<file path="config.mk">
export PLATFORM = sky130hd
export DESIGN_NAME = bod_blit_decode
export DESIGN_NICKNAME = d
export VERILOG_FILES = /design/src/hdl/bod_pkg.sv /design/src/hdl/bod_blit_decode.sv
export VERILOG_INCLUDE_DIRS = /design/src /design/src/hdl
export SDC_FILE = /design/constraint.sdc
export NUM_CORES = 1
export LEC_CHECK = 0
export BUFFER_PORTS_ARGS = -buffer_cell sky130_fd_sc_hd__clkbuf_2
export CAP_MARGIN = 25
export CORE_UTILIZATION = 55
export CTS_BUF_LIST = sky130_fd_sc_hd__clkbuf_2 sky130_fd_sc_hd__clkbuf_4 sky130_fd_sc_hd__clkbuf_8
export CTS_CLUSTER_SIZE = 16
export DETAILED_ROUTE_END_ITERATION = 7
export PLACE_DENSITY = 0.87
export SYNTH_ARGS = -nofsm -noshare
export SYNTH_HDL_FRONTEND = slang
export SYNTH_SLANG_ARGS = --single-unit
export TNS_END_PERCENT = 1
</file>
<file path="constraint.sdc">
create_clock -name core_clk -period 6.8 [get_ports core_clk]
set_input_delay 0 -clock core_clk [delete_from_list [all_inputs] [get_ports core_clk]]
set_output_delay 0 -clock core_clk [all_outputs]
set_load 0.05 [all_outputs]
</file>
<file path="src/hdl/bod_consts.svh">
// Purpose: Offsets, field positions, codes and reset values of the blit decode block
// Assumes: Register index times four gives the Avalon byte address
// Notes:   Definitions only
//
// Overview of operation
// - 0000 write blit with ROP; 0001 read blit
// - 0010/0011 move blit with ROP, positive/negative
// - 0100 transparent write; 0101 transparent positive move
// - 0110 pattern fill ROP; 0111 pattern fill transparent
// - 1000-1011 colour expansion variants; 1100 solid fill
// - ROP code picks boolean combine of S, D
// - Pattern fill uses same functions with P
// - Colour expansion: ROP code is start bit
// - 8 bpp pattern address split [20:6]/[5:3]/[2:0]
// - 16 bpp pattern address split [20:7]/[6:4]/[3:0]
// - Write one starts; active bit reads busy
`ifndef BOD_CONSTS_SVH
`define BOD_CONSTS_SVH
// Register indices; byte address is index times four
`define BOD_IDX_ACTIVE   9'h100
`define BOD_IDX_ROP      9'h102
`define BOD_IDX_OPSEL    9'h103
`define BOD_IDX_SRC      9'h104
`define BOD_IDX_PATCFG   9'h107
`define BOD_IDX_STATUS   9'h108
// Field positions
`define BOD_ACTIVE_BIT   0
`define BOD_PAT16_BIT    0
// Reset values
`define BOD_RST_ROP      4'h0
`define BOD_RST_OPSEL    4'h0
`define BOD_RST_SRC      24'h000000
// Operation select codes
`define BOD_OPC_WRITE_ROP  4'h0
`define BOD_OPC_READ       4'h1
`define BOD_OPC_MOVE_POS   4'h2
`define BOD_OPC_MOVE_NEG   4'h3
`define BOD_OPC_TWRITE     4'h4
`define BOD_OPC_TMOVE_POS  4'h5
`define BOD_OPC_PAT_ROP    4'h6
`define BOD_OPC_PAT_TRANS  4'h7
`define BOD_OPC_CEXP       4'h8
`define BOD_OPC_CEXP_TRANS 4'h9
`define BOD_OPC_MCEXP      4'ha
`define BOD_OPC_MCEXP_TR   4'hb
`define BOD_OPC_SOLID      4'hc
`endif

</file>
<file path="src/hdl/bod_pkg.sv">
// Purpose: Types shared by the blit decode block
// Assumes: Codes live in bod_consts.svh
// Notes:   No constants here, only types
package bod_pkg;
	// Decoded blit operation
	typedef enum logic [3:0] {
		BOD_OP_WRITE_ROP, BOD_OP_READ, BOD_OP_MOVE_POS, BOD_OP_MOVE_NEG,
		BOD_OP_TWRITE, BOD_OP_TMOVE_POS, BOD_OP_PAT_ROP, BOD_OP_PAT_TRANS,
		BOD_OP_CEXP, BOD_OP_CEXP_TRANS, BOD_OP_MCEXP, BOD_OP_MCEXP_TR,
		BOD_OP_SOLID, BOD_OP_RSVD
	} bod_op_t;

	// Sequencer state
	typedef enum logic [1:0] {
		BOD_ST_IDLE, BOD_ST_PUSH, BOD_ST_RUN
	} bod_state_t;

	// Command descriptor handed to the datapath
	typedef struct packed {
		bod_op_t     op;          // Decoded operation
		logic        neg_dir;     // Walk memory downward
		logic        transparent; // Transparency applies
		logic        use_rop;     // Boolean combine applies
		logic        use_pat;     // Pattern replaces source
		logic        cexp;        // Colour expansion
		logic [3:0]  rop;         // Combine truth table
		logic [3:0]  start_bit;   // Expansion start bit
		logic [20:0] pat_base;    // Pattern base address
		logic [2:0]  pat_line;    // Pattern line offset
		logic [3:0]  pat_pixel;   // Pixel offset
		logic [23:0] src_addr;    // Raw source start address
	} bod_desc_t;
endpackage

</file>
<file path="src/hdl/bod_blit_decode.sv">
// Purpose: Blit operation decode with Avalon-MM registers and a command FIFO
// Assumes: All inputs synchronous to core_clk; rst synchronous, active high
// Notes:   The datapath drains descriptors and pulses op_done when finished
`timescale 1ns/100ps
`include "bod_consts.svh"

// Command FIFO; out_data comes straight from the storage flops
module bod_fifo #(
	parameter int WIDTH = 8,
	parameter int DEPTH = 8
) (
	input  wire logic             core_clk,  // Core clock
	input  wire logic             rst,       // Synchronous reset
	input  wire logic             in_valid,  // Writer offers a word
	output logic                  in_ready,  // Room for a word
	input  wire logic [WIDTH-1:0] in_data,   // Word in
	output logic                  out_valid, // Word available
	input  wire logic             out_ready, // Reader takes word
	output logic      [WIDTH-1:0] out_data   // Oldest word
);
	localparam int AW = $clog2(DEPTH);

	logic [WIDTH-1:0] mem [DEPTH];  // Storage
	logic [AW-1:0]    wr_ptr;       // Next slot written
	logic [AW-1:0]    rd_ptr;       // Next slot read
	logic [AW:0]      count;        // Words held
	logic             push;         // Write this cycle
	logic             pop;          // Read this cycle

	assign in_ready  = (count != (AW+1)'(DEPTH));
	assign out_valid = (count != '0);
	assign push      = in_valid & in_ready;
	assign pop       = out_valid & out_ready;
	assign out_data  = mem[rd_ptr];

	// Storage write; no reset needed on data
	always_ff @(posedge core_clk) begin
		if (push) begin
			mem[wr_ptr] <= in_data;
		end
	end

	// Pointers and occupancy
	always_ff @(posedge core_clk) begin
		if (rst) begin
			wr_ptr <= '0;
			rd_ptr <= '0;
			count  <= '0;
		end else begin
			if (push) begin
				wr_ptr <= (wr_ptr == AW'(DEPTH - 1)) ? '0 : wr_ptr + AW'(1);
			end
			if (pop) begin
				rd_ptr <= (rd_ptr == AW'(DEPTH - 1)) ? '0 : rd_ptr + AW'(1);
			end
			count <= count + (AW+1)'(push) - (AW+1)'(pop);
		end
	end
endmodule

// Top: register file, decode, sequencer and pixel combine
module bod_blit_decode #(
	parameter int DW    = 16, // Pixel word width of combine unit
	parameter int DEPTH = 8   // Command FIFO depth
) (
	input  wire logic             core_clk,        // Core clock, 250 MHz
	input  wire logic             rst,             // Synchronous reset
	input  wire logic [10:0]      avs_address,     // Byte address
	input  wire logic             avs_read,        // Read request
	input  wire logic             avs_write,       // Write request
	input  wire logic [31:0]      avs_writedata,   // Write data
	input  wire logic [3:0]       avs_byteenable,  // Byte lanes
	output logic      [31:0]      avs_readdata,    // Read data
	output logic                  avs_waitrequest, // Stall
	output logic                  cmd_valid,       // Descriptor ready
	input  wire logic             cmd_ready,       // Datapath takes it
	output bod_pkg::bod_desc_t    cmd_desc,        // Descriptor
	input  wire logic             op_done,         // Datapath finished
	input  wire logic [DW-1:0]    comb_src,        // Source or pattern word
	input  wire logic [DW-1:0]    comb_dst,        // Destination word
	output logic      [DW-1:0]    comb_out         // Combined word
);
	localparam int DESC_W = $bits(bod_pkg::bod_desc_t);

	logic               ack;        // Bus answer phase
	logic               req;        // Bus request present
	logic [8:0]         idx;        // Register index
	logic               wr_now;     // Write takes effect
	logic [3:0]         rop;        // Raster operation code
	logic [3:0]         opsel;      // Operation select
	logic [23:0]        src_addr;   // Source start address
	logic               pat16;      // Pattern at 16 bpp
	logic               last_rsvd;  // Last start was refused
	logic               go;         // Start request accepted
	bod_pkg::bod_state_t state;     // Sequencer state
	bod_pkg::bod_desc_t next_desc;  // Descriptor being built
	bod_pkg::bod_desc_t desc_q;     // Descriptor held for push
	logic               fifo_ready; // FIFO has room
	logic               active;     // Busy as seen by software
	logic [31:0]        next_rdata; // Read mux
	wire  [DW-1:0]      comb_bit;   // Combine result ahead of the output flop

	assign req             = avs_read | avs_write;
	assign idx             = avs_address[10:2];
	assign avs_waitrequest = req & ~ack;
	assign wr_now          = avs_write & ack;
	assign active          = (state != bod_pkg::BOD_ST_IDLE);
	assign go = wr_now & (idx == `BOD_IDX_ACTIVE) & avs_byteenable[0]
		& avs_writedata[`BOD_ACTIVE_BIT] & ~active;

	// Answer every request after one wait cycle, unmapped included
	always_ff @(posedge core_clk) begin
		if (rst) begin
			ack <= 1'b0;
		end else begin
			ack <= req & ~ack;
		end
	end

	// Control registers; lane 0 holds the 4-bit and 1-bit ones
	always_ff @(posedge core_clk) begin
		if (rst) begin
			rop      <= `BOD_RST_ROP;
			opsel    <= `BOD_RST_OPSEL;
			src_addr <= `BOD_RST_SRC;
			pat16    <= 1'b0;
		end else if (wr_now) begin
			case (idx)
				`BOD_IDX_ROP: begin
					if (avs_byteenable[0]) rop <= avs_writedata[3:0];
				end
				`BOD_IDX_OPSEL: begin
					if (avs_byteenable[0]) opsel <= avs_writedata[3:0];
				end
				`BOD_IDX_SRC: begin
					if (avs_byteenable[0]) src_addr[7:0]   <= avs_writedata[7:0];
					if (avs_byteenable[1]) src_addr[15:8]  <= avs_writedata[15:8];
					if (avs_byteenable[2]) src_addr[23:16] <= avs_writedata[23:16];
				end
				`BOD_IDX_PATCFG: begin
					if (avs_byteenable[0]) pat16 <= avs_writedata[`BOD_PAT16_BIT];
				end
				default: begin
					// Unmapped writes are dropped
				end
			endcase
		end
	end

	// Read mux; narrow registers read zero above their width
	always_comb begin
		next_rdata = 32'h0000_0000;
		case (idx)
			`BOD_IDX_ACTIVE: next_rdata[`BOD_ACTIVE_BIT] = active;
			`BOD_IDX_ROP:    next_rdata[3:0] = rop;
			`BOD_IDX_OPSEL:  next_rdata[3:0] = opsel;
			`BOD_IDX_SRC:    next_rdata[23:0] = src_addr;
			`BOD_IDX_PATCFG: next_rdata[`BOD_PAT16_BIT] = pat16;
			`BOD_IDX_STATUS: next_rdata[5:0] = {~fifo_ready, last_rsvd, desc_q.op};
			default:         next_rdata = 32'h0000_0000;
		endcase
	end

	// Read data registered so it stands with waitrequest low
	always_ff @(posedge core_clk) begin
		if (rst) begin
			avs_readdata <= 32'h0000_0000;
		end else if (avs_read & ~ack) begin
			avs_readdata <= next_rdata;
		end
	end

	// Operation decode and address split
	always_comb begin
		next_desc          = '0;
		next_desc.rop      = rop;
		next_desc.src_addr = src_addr;
		case (opsel)
			`BOD_OPC_WRITE_ROP: begin next_desc.op = bod_pkg::BOD_OP_WRITE_ROP;
				next_desc.use_rop = 1'b1; end
			`BOD_OPC_READ:      next_desc.op = bod_pkg::BOD_OP_READ;
			`BOD_OPC_MOVE_POS:  begin next_desc.op = bod_pkg::BOD_OP_MOVE_POS;
				next_desc.use_rop = 1'b1; end
			`BOD_OPC_MOVE_NEG:  begin next_desc.op = bod_pkg::BOD_OP_MOVE_NEG;
				next_desc.use_rop = 1'b1;
				next_desc.neg_dir = 1'b1; end
			`BOD_OPC_TWRITE:    begin next_desc.op = bod_pkg::BOD_OP_TWRITE;
				next_desc.transparent = 1'b1; end
			`BOD_OPC_TMOVE_POS: begin next_desc.op = bod_pkg::BOD_OP_TMOVE_POS;
				next_desc.transparent = 1'b1; end
			`BOD_OPC_PAT_ROP:   begin next_desc.op = bod_pkg::BOD_OP_PAT_ROP;
				next_desc.use_rop = 1'b1;
				next_desc.use_pat = 1'b1; end
			`BOD_OPC_PAT_TRANS: begin next_desc.op = bod_pkg::BOD_OP_PAT_TRANS;
				next_desc.use_pat = 1'b1;
				next_desc.transparent = 1'b1; end
			`BOD_OPC_CEXP:      begin next_desc.op = bod_pkg::BOD_OP_CEXP;
				next_desc.cexp = 1'b1; end
			`BOD_OPC_CEXP_TRANS: begin next_desc.op = bod_pkg::BOD_OP_CEXP_TRANS;
				next_desc.cexp = 1'b1;
				next_desc.transparent = 1'b1; end
			`BOD_OPC_MCEXP:     begin next_desc.op = bod_pkg::BOD_OP_MCEXP;
				next_desc.cexp = 1'b1; end
			`BOD_OPC_MCEXP_TR:  begin next_desc.op = bod_pkg::BOD_OP_MCEXP_TR;
				next_desc.cexp = 1'b1;
				next_desc.transparent = 1'b1; end
			`BOD_OPC_SOLID:     next_desc.op = bod_pkg::BOD_OP_SOLID;
			default:            next_desc.op = bod_pkg::BOD_OP_RSVD;
		endcase
		// Expansion reuses the ROP field as a bit index
		if (next_desc.cexp) begin
			next_desc.start_bit = rop;
		end
		// Pattern base is aligned to the pattern size
		if (pat16) begin
			next_desc.pat_base  = {src_addr[20:7], 7'h00};
			next_desc.pat_line  = src_addr[6:4];
			next_desc.pat_pixel = src_addr[3:0];
		end else begin
			next_desc.pat_base  = {src_addr[20:6], 6'h00};
			next_desc.pat_line  = src_addr[5:3];
			next_desc.pat_pixel = {1'b0, src_addr[2:0]};
		end
	end

	// Sequencer: reserved codes never leave idle, so memory is untouched
	always_ff @(posedge core_clk) begin
		if (rst) begin
			state <= bod_pkg::BOD_ST_IDLE;
		end else begin
			case (state)
				bod_pkg::BOD_ST_IDLE: begin
					if (go && next_desc.op != bod_pkg::BOD_OP_RSVD) begin
						state <= bod_pkg::BOD_ST_PUSH;
					end
				end
				bod_pkg::BOD_ST_PUSH: begin
					// Full FIFO stalls the start here
					if (fifo_ready) state <= bod_pkg::BOD_ST_RUN;
				end
				bod_pkg::BOD_ST_RUN: begin
					if (op_done) state <= bod_pkg::BOD_ST_IDLE;
				end
				default: state <= bod_pkg::BOD_ST_IDLE;
			endcase
		end
	end

	// Capture descriptor and refusal flag at each start write accepted while idle
	always_ff @(posedge core_clk) begin
		if (rst) begin
			desc_q    <= '0;
			last_rsvd <= 1'b0;
		end else if (go) begin
			desc_q    <= next_desc;
			last_rsvd <= (next_desc.op == bod_pkg::BOD_OP_RSVD);
		end
	end

	// Descriptor queue toward the datapath
	bod_fifo #(
		.WIDTH (DESC_W),
		.DEPTH (DEPTH)
	) u_fifo (
		.core_clk  (core_clk),
		.rst       (rst),
		.in_valid  (state == bod_pkg::BOD_ST_PUSH),
		.in_ready  (fifo_ready),
		.in_data   (desc_q),
		.out_valid (cmd_valid),
		.out_ready (cmd_ready),
		.out_data  (cmd_desc)
	);

	// Per-bit combine: code bit {S,D} is the result
	generate
		for (genvar i = 0; i < DW; i++) begin : g_comb
			assign comb_bit[i] = rop[{comb_src[i], comb_dst[i]}];
		end
	endgenerate

	// One flop process for the whole word, so no variable has several writers
	always_ff @(posedge core_clk) begin
		if (rst) begin
			comb_out <= '0;
		end else begin
			comb_out <= comb_bit;
		end
	end

	property p_write_rop;
		@(posedge core_clk) disable iff (rst)
		go && opsel == 4'h0 |=> desc_q.op == bod_pkg::BOD_OP_WRITE_ROP && desc_q.use_rop;
	endproperty
	a_write_rop: assert property (p_write_rop) else $error("write blit decode wrong");

	property p_move_neg;
		@(posedge core_clk) disable iff (rst)
		go && opsel == 4'h3 |=> desc_q.neg_dir && desc_q.op == bod_pkg::BOD_OP_MOVE_NEG;
	endproperty
	a_move_neg: assert property (p_move_neg) else $error("negative move decode wrong");

	property p_tmove;
		@(posedge core_clk) disable iff (rst)
		go && opsel == 4'h5 |=> desc_q.transparent && !desc_q.neg_dir;
	endproperty
	a_tmove: assert property (p_tmove) else $error("transparent move decode wrong");

	property p_pat_trans;
		@(posedge core_clk) disable iff (rst)
		go && opsel == 4'h7 |=> desc_q.use_pat && desc_q.transparent && !desc_q.use_rop;
	endproperty
	a_pat_trans: assert property (p_pat_trans) else $error("pattern fill decode wrong");

	property p_solid;
		@(posedge core_clk) disable iff (rst)
		go && opsel == 4'hc |=> desc_q.op == bod_pkg::BOD_OP_SOLID && !desc_q.cexp;
	endproperty
	a_solid: assert property (p_solid) else $error("solid fill decode wrong");

	property p_nor;
		@(posedge core_clk) disable iff (rst)
		rop == 4'h1 && $stable(rop) |=> comb_out == ~($past(comb_src) | $past(comb_dst));
	endproperty
	a_nor: assert property (p_nor) else $error("combine NOR wrong");

	property p_start_bit;
		@(posedge core_clk) disable iff (rst)
		go && opsel == 4'h8 |=> desc_q.start_bit == $past(rop);
	endproperty
	a_start_bit: assert property (p_start_bit) else $error("start bit wrong");

	property p_pat8;
		@(posedge core_clk) disable iff (rst)
		go && !pat16 |=> desc_q.pat_base[5:0] == 6'h00
			&& desc_q.pat_pixel == {1'b0, $past(src_addr[2:0])};
	endproperty
	a_pat8: assert property (p_pat8) else $error("8 bpp split wrong");

	property p_pat16;
		@(posedge core_clk) disable iff (rst)
		go && pat16 |=> desc_q.pat_base[6:0] == 7'h00 && desc_q.pat_line == $past(src_addr[6:4]);
	endproperty
	a_pat16: assert property (p_pat16) else $error("16 bpp split wrong");

	property p_active;
		@(posedge core_clk) disable iff (rst)
		go && next_desc.op != bod_pkg::BOD_OP_RSVD |=> active [*2];
	endproperty
	a_active: assert property (p_active) else $error("active not shown after start");

	property p_rsvd;
		@(posedge core_clk) disable iff (rst)
		go && next_desc.op == bod_pkg::BOD_OP_RSVD |=> !active [*3];
	endproperty
	a_rsvd: assert property (p_rsvd) else $error("reserved code started");
endmodule

</file>
==> results_dict.tcl, run 1 <==
set metrics [dict create \
    path_cells "buf_4 -> mux4_2 -> mux2_2 -> clkbuf_2" \
    synthXorXnorAreaFrac 0.0008832 \
    fin_nets 1548 \
    highest_layer "met4" \
    finalPower_w 0.007382 \
    die-area_um2 36830 \
    drc_errors 0 \
    crit_family "buffers and inverters" \
    worst_slew_margin_rel 0.3582 \
    synth.distinct_cells 53 \
    synthFlopType "edfxtp_1" \
    cts_resized 0 \
    yosysTopAreaCell "edfxtp_1" \
    rsz0062_at_grt "no" \
    required_ps 6800 \
    crit_type "reg -> out" \
    final-seq-area_um2 13780 \
    yosysWarnings 0 \
    wl_um 44700 \
    area_growth_pct 18.13 \
    synth_compound_area_frac 0.03539 \
    die_y_um 191.9 \
    syn_area_um2 19830 \
    final_area_um2 23430 \
    startpoint_type "register" \
    peakVddDrop_mv 0.2566 \
    synth_seq_cells 504 \
    cts.sinks 504 \
    clock_path_buffers 3 \
    gp_congestion 0.7959 \
    post_cts.repair.setup_buffers 0 \
    fin_setup_tns_ps 0 \
    syn_avg_cell_area_um2 16.97 \
    slew_violations 0 \
    die_w_um 191.9 \
    ys_top_cells_by_area "edfxtp_1 (56%), dfxtp_1 (14%), mux4_2 (12%)" \
    seq_area_frac_synth 0.6944 \
    core_um2 35570 \
    worstPathArrival_ps 3660 \
    vias 11480 \
    hpwl_um 23460 \
    cts-htree-levels 3 \
    worst_pin_slew_ps 962.7 \
    wl_met3_um 3743 \
    placed_area_um2 20930 \
    finalSetupViolCount 0 \
    instances_no_fill 1974 \
    cts_root_buf "clkbuf_8" \
    grt_max_degree 79 \
    critical_path.endpoint_type "output pin" \
    grt_overflow 0 \
    antenna_cells 0 \
    async_reset_ff_frac 0 \
    clk_latency_ps 610 \
    numPortBuffers 178 \
    wl_met1_um 17420 \
    wl_met2_um 22540 \
    period_share 0.5387 \
    skew_ps 30.51 \
    row_count 69 \
    multi_input_area_um2 5528 \
    synth.most_common_cell "edfxtp_1" \
    wire_per_inst_um 22.64 \
    finalCriticalPeriod_ps 3663 \
    syn_inst 1169 \
    p_leak_nw 8.052 \
    initial_utilization 0.5576 \
    slowest_stage "dfxtp_4" \
    synthSimpleGateAreaFrac 0.06106 \
    status "completed" \
    grt_pass1_vias 12080 \
    drv_cap 0 \
    place_inst 1735 \
    cts_tree "yes" \
    synthTopCellsByCount "edfxtp_1 (368), dfxtp_1 (136), mux4_2 (108), nand2_1 (84), nor2_1 (70)" \
    clock.fmax_mhz 273.0 \
    cp_max_fo 47 \
    track_usage 0.2487 \
    synthAdderAreaFrac 0.007318 \
    muxShareOfSynthArea 0.1691 \
    power.density_nw_per_um2 315.1 \
    antenna_found_initial 0 \
    min_path_type "in -> reg" \
    synth_top_family_by_area "multiplexers" \
    hold_viol 0 \
    viasPerCell 5.814 \
    clkTransAtPathRegs_ps 60 \
    grt_pass1_wl_um 67680 \
    ant_nets 0 \
    num-fill-cells 2244 \
    first_pass_iters 5 \
    critPathBufInv 2 \
    cp_slowest_stage_delay_ps 990 \
    drive_gt1_frac 0.3582 \
    numCtsBuffers 74 \
    synth-edff-count 368 \
    drtIter0Drc 984 \
    rrSetupSlack_ps 3780 \
    yosys.area.top_type_share 0.5572 \
    ios 204 \
]
==> where the power goes <==
group	switching [W]	total, W	internal (W)
logic	0.00100	0.00163	0.000624
clock network	0.00112	0.00239	0.00127
registers	0.0000870	0.00336	0.00327
total	0.00221	0.00738	0.00517
==> final cells by class <==
type                    count  area share
repair buffers            294     0.08619
multi-input cells         567      0.2359
clock inverters            27    0.006141
clock buffers             110     0.05714
well taps                 461     0.02462
inverters                  11    0.001762
flip-flops and latches    504      0.5882
==> routing by layer <==
layer / vias to the layer above / GRT usage
met3: 82 / 0.05153
met4: 0 / 0.09554
met1: 5760 / 0.3162
met5: - / 0
li1: 5017 / -
met2: 617 / 0.4206
==> path summary, 6_finish.rpt <==
kind                       endpoint  depth (start not counted)            start
setup reg to reg  u_fifo.mem[3][62]                          8  u_fifo.count[2]
hold reg to reg           last_rsvd                          2        last_rsvd
setup / recovery       cmd_desc[54]                          4         register
hold / removal      avs_readdata[2]                          5   avs_address[2]
==> repair_timing <==
action	CTS	global route
hold buffers	102	0
setup endpoints to repair	0	0
endpoints found under the hold margin	77	0
==> kinds of logic (layout without fill, tap and decap cells) <==
kind of cell	Yosys count	count (layout)
adder cells (fa/ha/maj)	11	11
AO/OA/AOI/OAI	100	100
multiplexers	194	194
AND/OR/NAND/NOR	246	246
other	1	14
XOR/XNOR	2	2
buffers and inverters	111	442
flip-flops	504	504
==> sequential cells by signal, indices dropped and copies added, names as in the netlist, named ones only <==
name and flops:
u_fifo.mem 368, desc_q 46, avs_readdata 24, src_addr 24, comb_out 16, opsel 4
rop 4, u_fifo.count 4, u_fifo.rd_ptr 3, u_fifo.wr_ptr 3, state 2, ack 1
last_rsvd 1, pat16 1
==> layout by cell type, fill, tap and decap left out, types with 3 or more instances in the layout <==
master | netlist | final
edfxtp_1 | 368 | 368
clkbuf_2 | 1 | 177
dfxtp_1 | 136 | 133
mux4_2 | 108 | 108
dlygate4sd3_1 | 0 | 102
nand2_1 | 84 | 84
clkbuf_8 | 0 | 82
nor2_1 | 70 | 69
mux2_2 | 49 | 49
mux2i_1 | 37 | 37
a21oi_1 | 32 | 32
a21oi_2 | 30 | 30
clkbuf_4 | 0 | 28
nor2b_1 | 22 | 22
nand2_2 | 19 | 19
a22oi_1 | 18 | 18
buf_4 | 34 | 15
conb_1 | 1 | 14
inv_1 | 11 | 11
clkinv_1 | 0 | 11
nand3_1 | 10 | 10
ha_1 | 10 | 10
o21ai_0 | 8 | 8
clkinv_2 | 0 | 8
nand4_1 | 6 | 6
clkinvlp_4 | 0 | 6
a22o_1 | 5 | 5
nor3_2 | 0 | 3
or3_1 | 3 | 3
nand4_2 | 3 | 3
nor4bb_1 | 3 | 3
==> per-stage QoR <==
| stage | hold slack [ps] | setup WS, ps | utilization |
|---|---|---|---|
| 6_report | 97.31 | 3137 | 0.6587 |
| 4_1_cts | 23.46 | 2997 | 0.6587 |
| 2_1_floorplan | 143.9 | 118.5 | - |
| 3_3_place_gp | 230.2 | 3714 | 0.5883 |
| 5_1_grt | 89.46 | 2850 | 0.6587 |
| 3_5_place_dp | 242.5 | 3657 | 0.5883 |
==> worst min-delay path, cell delays in order <==
cell and delay [ps]:
clkbuf_2 230, mux2i_1 170, nor2_1 80, a21oi_1 40
o21ai_0 140
No activity file was read; power rests on OpenSTA's default activity.
==> run 2: changes to the inputs <==
Settings changed: ABC_AREA set to 1.
Clock period 6.8 ns to 3.12 ns, I/O delays scaled along.
==> results_dict.tcl, run 2 <==
set metrics [dict create \
    synthFlopType "edfxtp_1" \
    violations "DRC" \
    reg2reg_depth 7 \
    vias 15600 \
    num-fill-cells 2335 \
    grt_pass1_vias 15650 \
    numPortBuffers 178 \
    grt_overflow 0 \
    hold_viol 0 \
    whs_path_depth 7 \
    drive_gt1_frac 0.1712 \
    synth.distinct_cells 36 \
    numCtsBuffers 76 \
    async_reset_ff_frac 0 \
    drtIter0Drc 2034 \
    track_usage 0.2838 \
    p_leak_nw 9.310 \
    skew_ps 31.93 \
    rsz0062_at_grt "no" \
    startpoint_type "register" \
    finalCriticalPeriod_ps 2995 \
    synth_seq_cells 504 \
    viasPerCell 6.001 \
    largest_register_ffs 368 \
    grt_max_degree 120 \
    syn_area_um2 20070 \
    initial_utilization 0.5615 \
    ant_nets 0 \
    required_ps 3680 \
    cp_max_fo 8 \
    fin_setup_tns_ps 0 \
    instances_no_fill 2600 \
    status "finished, violations left" \
    ys_top_cells_by_area "edfxtp_1 (55%), dfxtp_1 (14%), nor2_1 (6.8%)" \
    hpwl_um 27920 \
    cts.sinks 504 \
    seq_area_frac_synth 0.6862 \
    regMostFlops "u_fifo.mem" \
    power.density_nw_per_um2 782.3 \
    place_inst 2350 \
    synth.most_common_cell "edfxtp_1" \
    synth-edff-count 368 \
    grt_pass1_wl_um 81040 \
    gp_congestion 0.8950 \
    largestRegisters "u_fifo.mem: 368 flops, desc_q: 46 flops" \
    drc_errors 16 \
    critical_path.endpoint_type "register" \
    fin_ws_ps 125.0 \
    final_cell_mix "edfxtp_1 (368), nor2_1 (358), nand2_1 (231)" \
    final-seq-area_um2 13780 \
    wl_um 53570 \
    drv_cap 0 \
    final_util 0.6687 \
    clk_latency_ps 610 \
    fin_nets 2173 \
    synthTopCellsByCount "edfxtp_1 (368), nor2_1 (366), nand2_1 (231), o21ai_0 (189), dfxtp_1 (136)" \
    cts_root_buf "clkbuf_8" \
    yosysTopAreaCell "edfxtp_1" \
    area_growth_pct 19.08 \
    wire_per_inst_um 20.60 \
    pre_cts_ws_ps 822.4 \
    worst_pin_slew_ps 927.0 \
    die-area_um2 37260 \
    yosysWarnings 0 \
    cts_tree "yes" \
    worstPathArrival_ps 3550 \
    final_common_cell "edfxtp_1" \
    multi_input_area_um2 5408 \
    die_y_um 193.0 \
    period_share 0.9599 \
    syn_inst 1811 \
    die_w_um 193.0 \
    antenna_found_initial 2 \
    clock_path_buffers 3 \
    finalSetupViolCount 0 \
    crit_type "reg -> reg" \
    core_um2 35740 \
    cts-htree-levels 3 \
    worst_slew_margin_rel 0.3782 \
    slew_violations 0 \
    clock.fmax_mhz 333.9 \
    first_pass_iters 8 \
    peakVddDrop_mv 0.6644 \
    syn_avg_cell_area_um2 11.08 \
    ios 204 \
    row_count 69 \
    yosys.area.top_type_share 0.5506 \
    min_path_type "in -> reg" \
    clkTransAtPathRegs_ps 80 \
]
## run 2: changes by cell type after synthesis, moves of 18 or more
cell and change:
clkbuf_1 +26, a21oi_2 -30, nand3_1 +35, o32ai_1 +92
nor2b_1 -22, a21oi_1 +79, nand2_2 -18, nand2_1 +147
nor2_1 +296, mux4_2 -108, o21ai_0 +181, mux2_2 -49
inv_1 +59, mux2i_1 -37
## run 2: layout make-up
class,count,share of cell area
antenna,1,0.0001047
sequential,504,0.5767
multi-input combinational,1106,0.2263
timing repair buffer,312,0.09727
clock buffer,118,0.05853
clock inverter,21,0.004659
tap,461,0.02413
inverter,77,0.01236
## run 2: final timing paths
| check | slack [ps] | to | startpoint |
|---|---|---|---|
| setup / recovery | 130 | comb_out[1] | rop[1] |
| hold / removal | 100 | rop[0] | avs_address[5] |
| hold reg to reg | 490 | src_addr[7] | src_addr[7] |
| setup reg to reg | 130 | comb_out[1] | rop[1] |
## run 2: where the power goes
group / switching [W] / internal, W / total (W)
Clock: 0.00248 / 0.00287 / 0.00535
Combinational: 0.00461 / 0.00144 / 0.00605
Sequential: 0.000132 / 0.00716 / 0.00729
## run 2: kinds of logic (layout without fill, tap and decap cells)
logic type	Yosys count	count (layout)	share of synthesized area
flops	504	504	0.6862
other cells	1	15	0.0001868
simple gates	664	664	0.1322
fa+ha+maj	11	11	0.007232
compound gates	416	416	0.1236
xor+xnor	1	1	0.0004365
buf+inv	214	528	0.05006
## run 2: through the flow
stage / instance area, um^2 / total power (W) / hold WS (ps)
3_5_place_dp: 21290 / 0.01336 / 232.0
4_1_cts: 23860 / 0.01868 / 33.35
6_report: 23900 / 0.01870 / 96.61
3_3_place_gp: 21290 / 0.01320 / 226.5
2_1_floorplan: 20120 / 0.01215 / 127.6
5_1_grt: 23900 / 0.01944 / 144.5
## run 2: routing by layer
layer,track usage,wire (um),vias up,share of wire
met5,0,0,-,0
met4,0.1701,2810,0,0.052
met3,0.05249,5611,229,0.10
met2,0.4759,26040,1149,0.49
met1,0.3429,19110,7333,0.36
li1,-,-,6892,-
## run 2: critical path: stages (launching register included)
cell           delay (ps)
dfxtp_1               450
clkinvlp_4            230
a21oi_1               230
dlygate4sd3_1         600
o21ai_0               100
dlygate4sd3_1         610
a21oi_1               130
dlygate4sd3_1         590
## run 2: timing repair
action                     in CTS  in global routing
setup endpoints to repair       0                  2
buffers inserted                0                  4
resized for setup               0                  1
hold buffers                  106                  0
hold endpoints to repair       77                  0
